File: src/inc/mmdec_pkg.sv
// Package for the memory map address decoder: address constants, region codes, carriers.
// Assumes a 24-bit byte address from the CPU fetch and data path.
package mmdec_pkg;

  localparam int unsigned ADDR_W = 24;                      // 16 MB space

  // Base area and its tables
  localparam logic [23:0] BASE_LAST      = 24'h0FFFFF;
  localparam logic [23:0] VEC_FIRST      = 24'h000000;
  localparam logic [23:0] VEC_LAST       = 24'h00003F;
  localparam logic [23:0] VEC_RESET      = 24'h000000;
  localparam logic [23:0] VEC_NMI        = 24'h000002;
  localparam logic [23:0] VEC_WATCHDOG   = 24'h000004;
  localparam logic [23:0] VEC_PROD_FIRST = 24'h000006;
  localparam logic [23:0] VEC_PROD_LAST  = 24'h00003A;
  localparam logic [23:0] VEC_OPERAND    = 24'h00003C;
  localparam logic [23:0] VEC_BREAK      = 24'h00003E;
  localparam logic [23:0] TCALL_FIRST    = 24'h000040;
  localparam logic [23:0] TCALL_LAST     = 24'h00007F;
  localparam int unsigned TCALL_ENTRIES  = 32;
  localparam int unsigned TCALL_IDX_W    = 5;

  // Placement codes and the top of the internal data area for each
  localparam logic [3:0]  PLACE_LOW      = 4'h0;
  localparam logic [3:0]  PLACE_HIGH     = 4'hF;
  localparam logic [23:0] DATA_TOP_LOW   = 24'h00FFFF;
  localparam logic [23:0] DATA_TOP_HIGH  = 24'h0FFFFF;

  // Default sizes of the internal regions (bytes); ROM starts at 0, the rest stack down from the data area top
  localparam int unsigned DEF_ROM_BYTES  = 131072;
  localparam int unsigned DEF_RAM_BYTES  = 4608;
  localparam int unsigned DEF_HRAM_BYTES = 512;
  localparam int unsigned DEF_SFR_BYTES  = 256;
  localparam int unsigned DEF_GAP_BYTES  = 0;     // Between RAM top and region start of SPECIAL_FUNCTION_REGION

  // Where an access goes
  typedef enum logic [2:0] {
    MMDEC_TGT_NONE,
    MMDEC_TGT_ROM,
    MMDEC_TGT_RAM,
    MMDEC_TGT_HRAM,
    MMDEC_TGT_SFR,
    MMDEC_TGT_EXT
  } mmdec_tgt_t;

  // Vector slot that a vectored entry uses
  typedef enum logic [2:0] {
    MMDEC_VEC_RESET,
    MMDEC_VEC_NMI,
    MMDEC_VEC_WATCHDOG,
    MMDEC_VEC_PRODUCT,
    MMDEC_VEC_OPERAND,
    MMDEC_VEC_BREAK
  } mmdec_vec_t;

  // Request from the CPU side
  typedef struct packed {
    logic              valid;
    logic              fetch;   // Instruction fetch rather than data access
    logic [ADDR_W-1:0] addr;
  } mmdec_req_t;

  // Decoded answer
  typedef struct packed {
    logic              valid;
    mmdec_tgt_t        tgt;
    logic [ADDR_W-1:0] offset;  // Offset inside the selected region
    logic              fetch_fault;
    logic              unmapped;
  } mmdec_dec_t;

endpackage : mmdec_pkg

File: src/rtl/mmdec_range.sv
// Range comparator: flags an address lying in an inclusive window and gives its offset.
// Assumes the window bounds are static or change only between accesses.
`timescale 1ns/10ps
`default_nettype none
module mmdec_range #(
  parameter int unsigned W = 24
) (
  input  wire logic [W-1:0] addr,
  input  wire logic [W-1:0] first,
  input  wire logic [W-1:0] last,
  input  wire logic         en,
  output logic              hit,
  output logic [W-1:0]      offset
);

  // Inclusive window compare
  assign hit    = en && (addr >= first) && (addr <= last);
  assign offset = addr - first;

endmodule : mmdec_range
`default_nettype wire

File: src/rtl/mmdec_top.sv
// Memory map address decoder: steers CPU fetch and data accesses to internal regions.
// Assumes one CPU clock, synchronous reset, requests held for one cycle each.
//
// Summary of operation
// - Decode a full 16 MB address space
// - Placement code 0H: data area tops FFFFH
// - Placement code 0FH: data area tops FFFFFH
// - Data area wins over overlapping ROM
// - Unmapped addresses go external only in extension
// - Base area spans 00000H to FFFFFH
// - Code 0H puts data area in base
// - No fetches from high-speed RAM or SPECIAL_FUNCTION_REGION
// - Vector table occupies 00000H to 0003FH
// - Vector entries are 16-bit, base only
// - Reset, NMI, watchdog vectors at 0, 2, 4
// - Operand error 3CH, break 3EH vectors
// - Unused vector slots are ordinary memory
// - Table call area 00040H-0007FH, 32 entries
// - Table call reads entry, calls in base
// - Data area is RAM plus SPECIAL_FUNCTION_REGION region
`timescale 1ns/10ps
`default_nettype none
module mmdec_top
  import mmdec_pkg::*;
#(
  parameter int unsigned ROM_BYTES  = DEF_ROM_BYTES,
  parameter int unsigned RAM_BYTES  = DEF_RAM_BYTES,
  parameter int unsigned HRAM_BYTES = DEF_HRAM_BYTES,
  parameter int unsigned SFR_BYTES  = DEF_SFR_BYTES
) (
  input  wire logic                           clk,
  input  wire logic                           rst,
  input  wire logic                           place_valid,
  input  wire logic [3:0]                     place_code,
  input  wire logic                           ext_mode,
  input  wire mmdec_pkg::mmdec_req_t          req,
  input  wire logic                           vec_req,
  input  wire mmdec_pkg::mmdec_vec_t          vec_sel,
  input  wire logic [5:0]                     vec_prod_slot,
  input  wire logic                           tcall_req,
  input  wire logic [mmdec_pkg::TCALL_IDX_W-1:0] tcall_idx,
  input  wire logic [15:0]                    entry_data,
  output logic                                placed,
  output logic                                place_high,
  output mmdec_pkg::mmdec_dec_t               dec,
  output logic [mmdec_pkg::ADDR_W-1:0]        entry_addr,
  output logic                                entry_rd,
  output logic                                target_valid,
  output logic [mmdec_pkg::ADDR_W-1:0]        target_addr
);
  import mmdec_pkg::*;

  logic              placed_r;
  logic              high_r;
  logic [23:0]       data_top;
  logic [23:0]       sfr_first;
  logic [23:0]       hram_first;
  logic [23:0]       ram_first;
  logic [23:0]       rom_last;
  logic              hit_sfr;
  logic              hit_hram;
  logic              hit_ram;
  logic              hit_rom;
  logic [23:0]       off_sfr;
  logic [23:0]       off_hram;
  logic [23:0]       off_ram;
  logic [23:0]       off_rom;
  logic              in_data;
  logic              in_base;
  logic              is_fetch_fault;
  logic              legal_code;
  mmdec_tgt_t        tgt_w;
  logic [23:0]       off_w;
  logic [23:0]       vec_addr;
  logic [23:0]       tcall_addr;
  mmdec_dec_t        dec_r;
  mmdec_dec_t        dec_nxt;
  logic              pend_r;
  logic [23:0]       entry_addr_r;
  logic [23:0]       target_r;
  logic              target_v_r;

  // once only
  // Only the two documented placement codes are taken
  assign legal_code = (place_code == PLACE_LOW) || (place_code == PLACE_HIGH);

  // write once
  // Placement flag set by the first legal placement op, cleared by reset only
  always_ff @(posedge clk) begin
    if (rst) begin
      placed_r <= 1'b0;
      high_r   <= 1'b0;
    end else if (place_valid && legal_code && !placed_r) begin
      placed_r <= 1'b1;
      high_r   <= (place_code == PLACE_HIGH);
    end
  end

  assign placed     = placed_r;
  assign place_high = high_r;

  // RAM plus SPECIAL_FUNCTION_REGION
  // Data area stacks down from its top: SPECIAL_FUNCTION_REGION, then RAM; high-speed RAM overlaps the top of RAM
  assign data_top   = high_r ? DATA_TOP_HIGH : DATA_TOP_LOW;
  assign sfr_first  = data_top - 24'(SFR_BYTES - 1);
  assign hram_first = sfr_first - 24'(HRAM_BYTES);
  assign ram_first  = sfr_first - 24'(RAM_BYTES);
  assign rom_last   = 24'(ROM_BYTES - 1);

  // Region compares
  mmdec_range #(.W(ADDR_W)) u_sfr (
    .addr(req.addr), .first(sfr_first), .last(data_top),
    .en(SFR_BYTES != 0), .hit(hit_sfr), .offset(off_sfr)
  );
  mmdec_range #(.W(ADDR_W)) u_hram (
    .addr(req.addr), .first(hram_first), .last(sfr_first - 24'h000001),
    .en(HRAM_BYTES != 0), .hit(hit_hram), .offset(off_hram)
  );
  mmdec_range #(.W(ADDR_W)) u_ram (
    .addr(req.addr), .first(ram_first), .last(sfr_first - 24'h000001),
    .en(RAM_BYTES != 0), .hit(hit_ram), .offset(off_ram)
  );
  mmdec_range #(.W(ADDR_W)) u_rom (
    .addr(req.addr), .first(VEC_FIRST), .last(rom_last),
    .en(ROM_BYTES != 0), .hit(hit_rom), .offset(off_rom)
  );

  assign in_base = (req.addr <= BASE_LAST);
  assign in_data = hit_sfr || hit_ram;

  // vectors as memory
  // Priority: SPECIAL_FUNCTION_REGION, high-speed RAM, RAM, ROM, external; vector and table
  // slots decode as ordinary ROM or external memory
  assign tgt_w = hit_sfr  ? MMDEC_TGT_SFR  :
                 hit_hram ? MMDEC_TGT_HRAM :
                 hit_ram  ? MMDEC_TGT_RAM  :
                 hit_rom  ? MMDEC_TGT_ROM  :
                 ext_mode ? MMDEC_TGT_EXT  : MMDEC_TGT_NONE;
  assign off_w = hit_sfr  ? off_sfr  :
                 hit_hram ? off_hram :
                 hit_ram  ? off_ram  :
                 hit_rom  ? off_rom  : req.addr;

  // no fetch
  // Fetch from high-speed RAM or SPECIAL_FUNCTION_REGION is refused and flagged
  assign is_fetch_fault = req.fetch && (hit_sfr || hit_hram);

  // Registered decode result
  always_comb begin
    dec_nxt             = '0;
    dec_nxt.valid       = req.valid;
    dec_nxt.fetch_fault = req.valid && is_fetch_fault;
    dec_nxt.tgt         = (req.valid && !is_fetch_fault) ? tgt_w : MMDEC_TGT_NONE;
    dec_nxt.offset      = (req.valid && !is_fetch_fault) ? off_w : '0;
    dec_nxt.unmapped    = req.valid && !is_fetch_fault && (tgt_w == MMDEC_TGT_NONE);
  end

  always_ff @(posedge clk) begin
    if (rst) begin
      dec_r <= '0;
    end else begin
      dec_r <= dec_nxt;
    end
  end

  assign dec = dec_r;

  // vector slots
  // Vector slot address; product slots are clamped to 06H..3AH, even bytes
  always_comb begin
    case (vec_sel)
      MMDEC_VEC_RESET:    vec_addr = VEC_RESET;
      MMDEC_VEC_NMI:      vec_addr = VEC_NMI;
      MMDEC_VEC_WATCHDOG: vec_addr = VEC_WATCHDOG;
      MMDEC_VEC_PRODUCT: begin
        vec_addr = {18'h00000, vec_prod_slot[5:1], 1'b0};
        if (vec_addr < VEC_PROD_FIRST) vec_addr = VEC_PROD_FIRST;
        if (vec_addr > VEC_PROD_LAST)  vec_addr = VEC_PROD_LAST;
      end
      MMDEC_VEC_OPERAND:  vec_addr = VEC_OPERAND;
      MMDEC_VEC_BREAK:    vec_addr = VEC_BREAK;
      default:            vec_addr = VEC_RESET;
    endcase
  end

  // table area
  // Table call entry: two bytes per slot from 40H
  assign tcall_addr = TCALL_FIRST + {18'h00000, tcall_idx, 1'b0};

  // base only
  // Entry read is issued, then the 16-bit entry becomes a base-area target
  always_ff @(posedge clk) begin
    if (rst) begin
      pend_r       <= 1'b0;
      entry_addr_r <= '0;
      target_r     <= '0;
      target_v_r   <= 1'b0;
    end else begin
      target_v_r <= pend_r;
      if (pend_r) begin
        target_r <= {8'h00, entry_data};
      end
      pend_r <= (vec_req || tcall_req) && !pend_r;
      if ((vec_req || tcall_req) && !pend_r) begin
        entry_addr_r <= vec_req ? vec_addr : tcall_addr;
      end
    end
  end

  assign entry_rd     = pend_r;
  assign entry_addr   = entry_addr_r;
  assign target_valid = target_v_r;
  assign target_addr  = target_r;

  // Unused here apart from range bookkeeping
  logic unused_ok;
  assign unused_ok = in_base ^ in_data ^ legal_code;

endmodule : mmdec_top
`default_nettype wire

File: config.mk
export PLATFORM = sky130hd
export DESIGN_NAME = mmdec_top
export DESIGN_NICKNAME = d
export VERILOG_FILES = /design/src/inc/mmdec_pkg.sv /design/src/rtl/mmdec_range.sv /design/src/rtl/mmdec_top.sv
export SDC_FILE = /design/constraint.sdc
export NUM_CORES = 1
export LEC_CHECK = 0
export BUFFER_PORTS_ARGS = -buffer_cell sky130_fd_sc_hd__buf_4
export CAP_MARGIN = 20
export CORE_ASPECT_RATIO = 0.7
export CORE_MARGIN = 2
export CORE_UTILIZATION = 35
export CTS_CLUSTER_DIAMETER = 40
export CTS_CLUSTER_SIZE = 10
export DETAILED_ROUTE_END_ITERATION = 8
export HOLD_SLACK_MARGIN = 0.02
export PLACE_DENSITY_LB_ADDON = 0.25
export SETUP_SLACK_MARGIN = 0.15
export SYNTH_ARGS = -nofsm -noshare
export SYNTH_HDL_FRONTEND = slang
export SYNTH_SLANG_ARGS = --single-unit
File: constraint.sdc
create_clock -name clk -period 4.9 [get_ports clk]
set_input_delay 0.98 -clock clk [delete_from_list [all_inputs] [get_ports clk]]
set_output_delay 0.98 -clock clk [all_outputs]
set_load 0.02 [all_outputs]
==> flow_summary_export.csv <==
group,metric,value,unit
run_status,outcome,"finished clean",
timing,fin_crit_sh,67.0,%
cts,cts_sinks,56,
pwr,p_int,0.000776,W
worst_hold_path,min_path_type,"reg -> reg",
timing,rsz0062_at_grt,"false",
timing,hold_violations,0,
timing,relSlewSlack,32.2,%
route,first_pass_iters,4,
setup_path,crit_required,5.07,ns
floorplanning,placementRows,27,
cts,ctsHoldBuffers,0,
layout,nets,520,
global_routing,grt_pass1_vias,2552,
worst_hold_path,holdPathEnd,"place_high",
cts,cts_resized,0,
route,routed_via_density,5.12,
timing,fmaxAchievable,305,MHz
synth,synth_most_common_cell,"dfxtp_1",
pwr,p_clk_share,32.2,%
pwr,pwr-share-comb,22.0,%
synth,synthTopCellsByCount,"dfxtp_1 (56), nor2_1 (34), buf_4 (26), a21oi_1 (19), nand2_1 (17)",
floorplanning,initial_core_util,36.8,%
synth,synth_edf_count,0,
setup_path,r2r_start,"place_high",
timing,worst_slew_pin_slew,1.02,ns
synth,yosysTopAreaCell,"dfxtp_1",
cts,cts_buffer_depth,2,
setup_path,critPathArrivalTime,3.45,ns
synth,avgSynthCellArea,8.94,um^2
route,drc_errors,0,
global_routing,grt_max_degree,28,
layout,drive_gt1_share,32.3,%
setup_path,start_kind,"input pin",
pwr,power.leakage,1.86,nW
timing,maxSlewViolCount,0,
floorplanning,fp.dieH,80.7,um
timing,setup-tns-final,0,ns
cts,cts_tree,"done",
pwr,switchingPower,0.000306,W
floorplanning,coreArea,0.00801,mm^2
synth,syn_inst,329,
setup_path,crit_type,"in -> reg",
pwr,ir_drop,0.131,mV
synth,async_reset_ff_share,0,%
placed_design,dpl.hpwl,6560,um
cts,cts_buffers,5,
run,max_cap_violations,0,
timing,fin_crit,3.28,ns
layout,seqCellArea,0.00112,mm^2
cts,post_cts_buffers,0,
layout,synthToLayoutAreaGrowth,34.9,%
layout,final_cell_area,0.00397,mm^2
synth,ys_types,61,
timing,fin_skew,0.00394,ns
setup_path,r2r.worst_path.cells,8,
synth,synth-main-ff-cell,"dfxtp_1",
cts,path_clk_slew,0.07,ns
layout,diodes,0,
setup_path,regToRegSetupSlack,1.96,ns
cts,clkLatencyLatePin,0.29,ns
route,finalWirelength,8230,um
cts,htreeDepth,2,
layout,fillCellCount,765,
floorplanning,dieArea,0.00917,mm^2
placed_design,place_area,0.00383,mm^2
route,vias,2802,
route,drt-initial-drc-count,257,
pwr,p_sw_share,28.3,%
synth,synth_warnings,0,
layout,multi_input_area,0.00163,mm^2
setup_path,cp_max_fo,7,
cts,cts-root-buf,"clkbuf_16",
placed_design,gp_congestion,0.891,
timing,setup_viol,0,
floorplanning,die_w,114,um
pwr,powerDensity,272,mW/mm^2
worst_hold_path,hold_depth,2,
synth,yosys-top-cells-area,"dfxtp_1 (38%), buf_4 (6.6%), mux2i_1 (5.4%)",
global_routing,grt_antenna_before_repair,0,
synth,ys_ff_latch,56,
synth,yosysSeqAreaShare,38.1,%
worst_hold_path,hold_start,"place_high",
global_routing,globalRoute.totalOverflow,0,
placed_design,io_buffer_count,120,
floorplanning,ios,148,
setup_path,endpoint_kind,"register",
global_routing,track_usage,17.5,%
synth,syn-cell-area,0.00294,mm^2
global_routing,grt_pass1_wl,12800,um
setup_path,r2r-end,"dec[25]",
route,wire_per_inst,15.0,um
route,final_antenna_net_count,0,
pwr,seqPwrFrac,45.8,%
synth,synth_top_area_share,38.1,%
## metal layers
layer	vias to the layer above	part of all wire (%)	wire length [um]	GRT usage, %
met1	1284	49	4030	25.4
li1	1378	-	-	-
met5	-	0	0	0
met4	0	0.66	54	4.15
met3	7	8.0	659	3.77
met2	133	42	3490	26.5
## kinds of logic after synthesis
| family | after synthesis | synth area share (%) |
|---|---|---|
| and+or+nand+nor | 114 | 21.6 |
| xor gates and xnor gates | 4 | 1.19 |
| DFF | 56 | 38.1 |
| buffers and inverters | 48 | 9.57 |
| AOI/OAI and AO/OA | 79 | 19.4 |
| other | 1 | 0.127 |
| muxes | 17 | 5.82 |
| adders and majority gates | 10 | 4.21 |
## area by class of cell
class / count / area share [%]
inverter: 12 / 1.13
sequential: 56 / 28.2
clock inverter: 2 / 0.347
timing repair buffer: 120 / 22.7
tap: 101 / 3.18
clock buffer: 6 / 3.25
multi-input combinational: 250 / 41.2
## through the flow
stage          utilization [%]  power, W  hold slack [ns]  setup slack, ns  std cells
2_1_floorplan                -  0.000648            0.553             1.89        354
3_3_place_gp              47.8  0.000739            0.475             1.33        539
3_5_place_dp              47.8  0.000743            0.486             1.34        539
4_1_cts                   49.6   0.00110            0.497             1.65        547
5_1_grt                   49.6   0.00114            0.526             1.36        547
6_report                  49.6   0.00108            0.499             1.62        547
## placed cells by master, fill, tap and decap left out, types with 2 or more instances in the layout
cell type	count
a211oi_1	6
a211oi_2	2
a21o_1	5
a21oi_1	19
a221oi_1	3
a222oi_1	2
a22oi_1	4
a311oi_1	2
a31oi_1	5
and2_1	11
and4_1	3
buf_4	120
clkbuf_16	5
conb_1	26
dfxtp_1	56
ha_1	9
inv_1	12
mux2i_1	16
nand2_1	17
nand3_1	9
nand3b_1	3
nand4_1	6
nor2_1	34
nor3_1	4
nor3b_1	4
nor4_1	5
o2111ai_1	2
o211a_1	5
o211ai_1	7
o21ai_0	9
or2_2	2
xnor2_1	3
## flip-flops by register name, indices dropped and copies added, names as in the netlist
register	flops
dec	30
target_addr	16
entry_addr	6
entry_rd	1
place_high	1
placed	1
target_valid	1
## power by group through the flow
stage	registers (W)	clock network, W	logic, W
after floorplan	0.000532	0	0.000116
after global placement	0.000506	0	0.000233
after detailed placement	0.000506	0	0.000236
after CTS	0.000496	0.000365	0.000237
after global routing	0.000499	0.000385	0.000257
final	0.000495	0.000348	0.000237
## worst max path at each step
| stage | start | slack (ns) | endpoint | cells past startpoint |
|---|---|---|---|---|
| floorplan | req[17] | 1.89 | dec[11] | 9 |
| global placement | req[17] | 1.33 | dec[23] | 8 |
| detailed placement | req[17] | 1.34 | dec[25] | 8 |
| CTS | req[17] | 1.65 | dec[25] | 8 |
| global route | req[17] | 1.36 | dec[23] | 8 |
| finish | req[17] | 1.62 | dec[25] | 8 |
## critical path, stage by stage
cell and delay, ns:
buf_4 0.12, ha_1 0.42, nand4_1 0.28, nor4_2 0.56, a2bb2oi_2 0.34, o211ai_1 0.17, a311oi_1 0.45, a21oi_1 0.12
No activity file was read; power rests on OpenSTA's default activity.
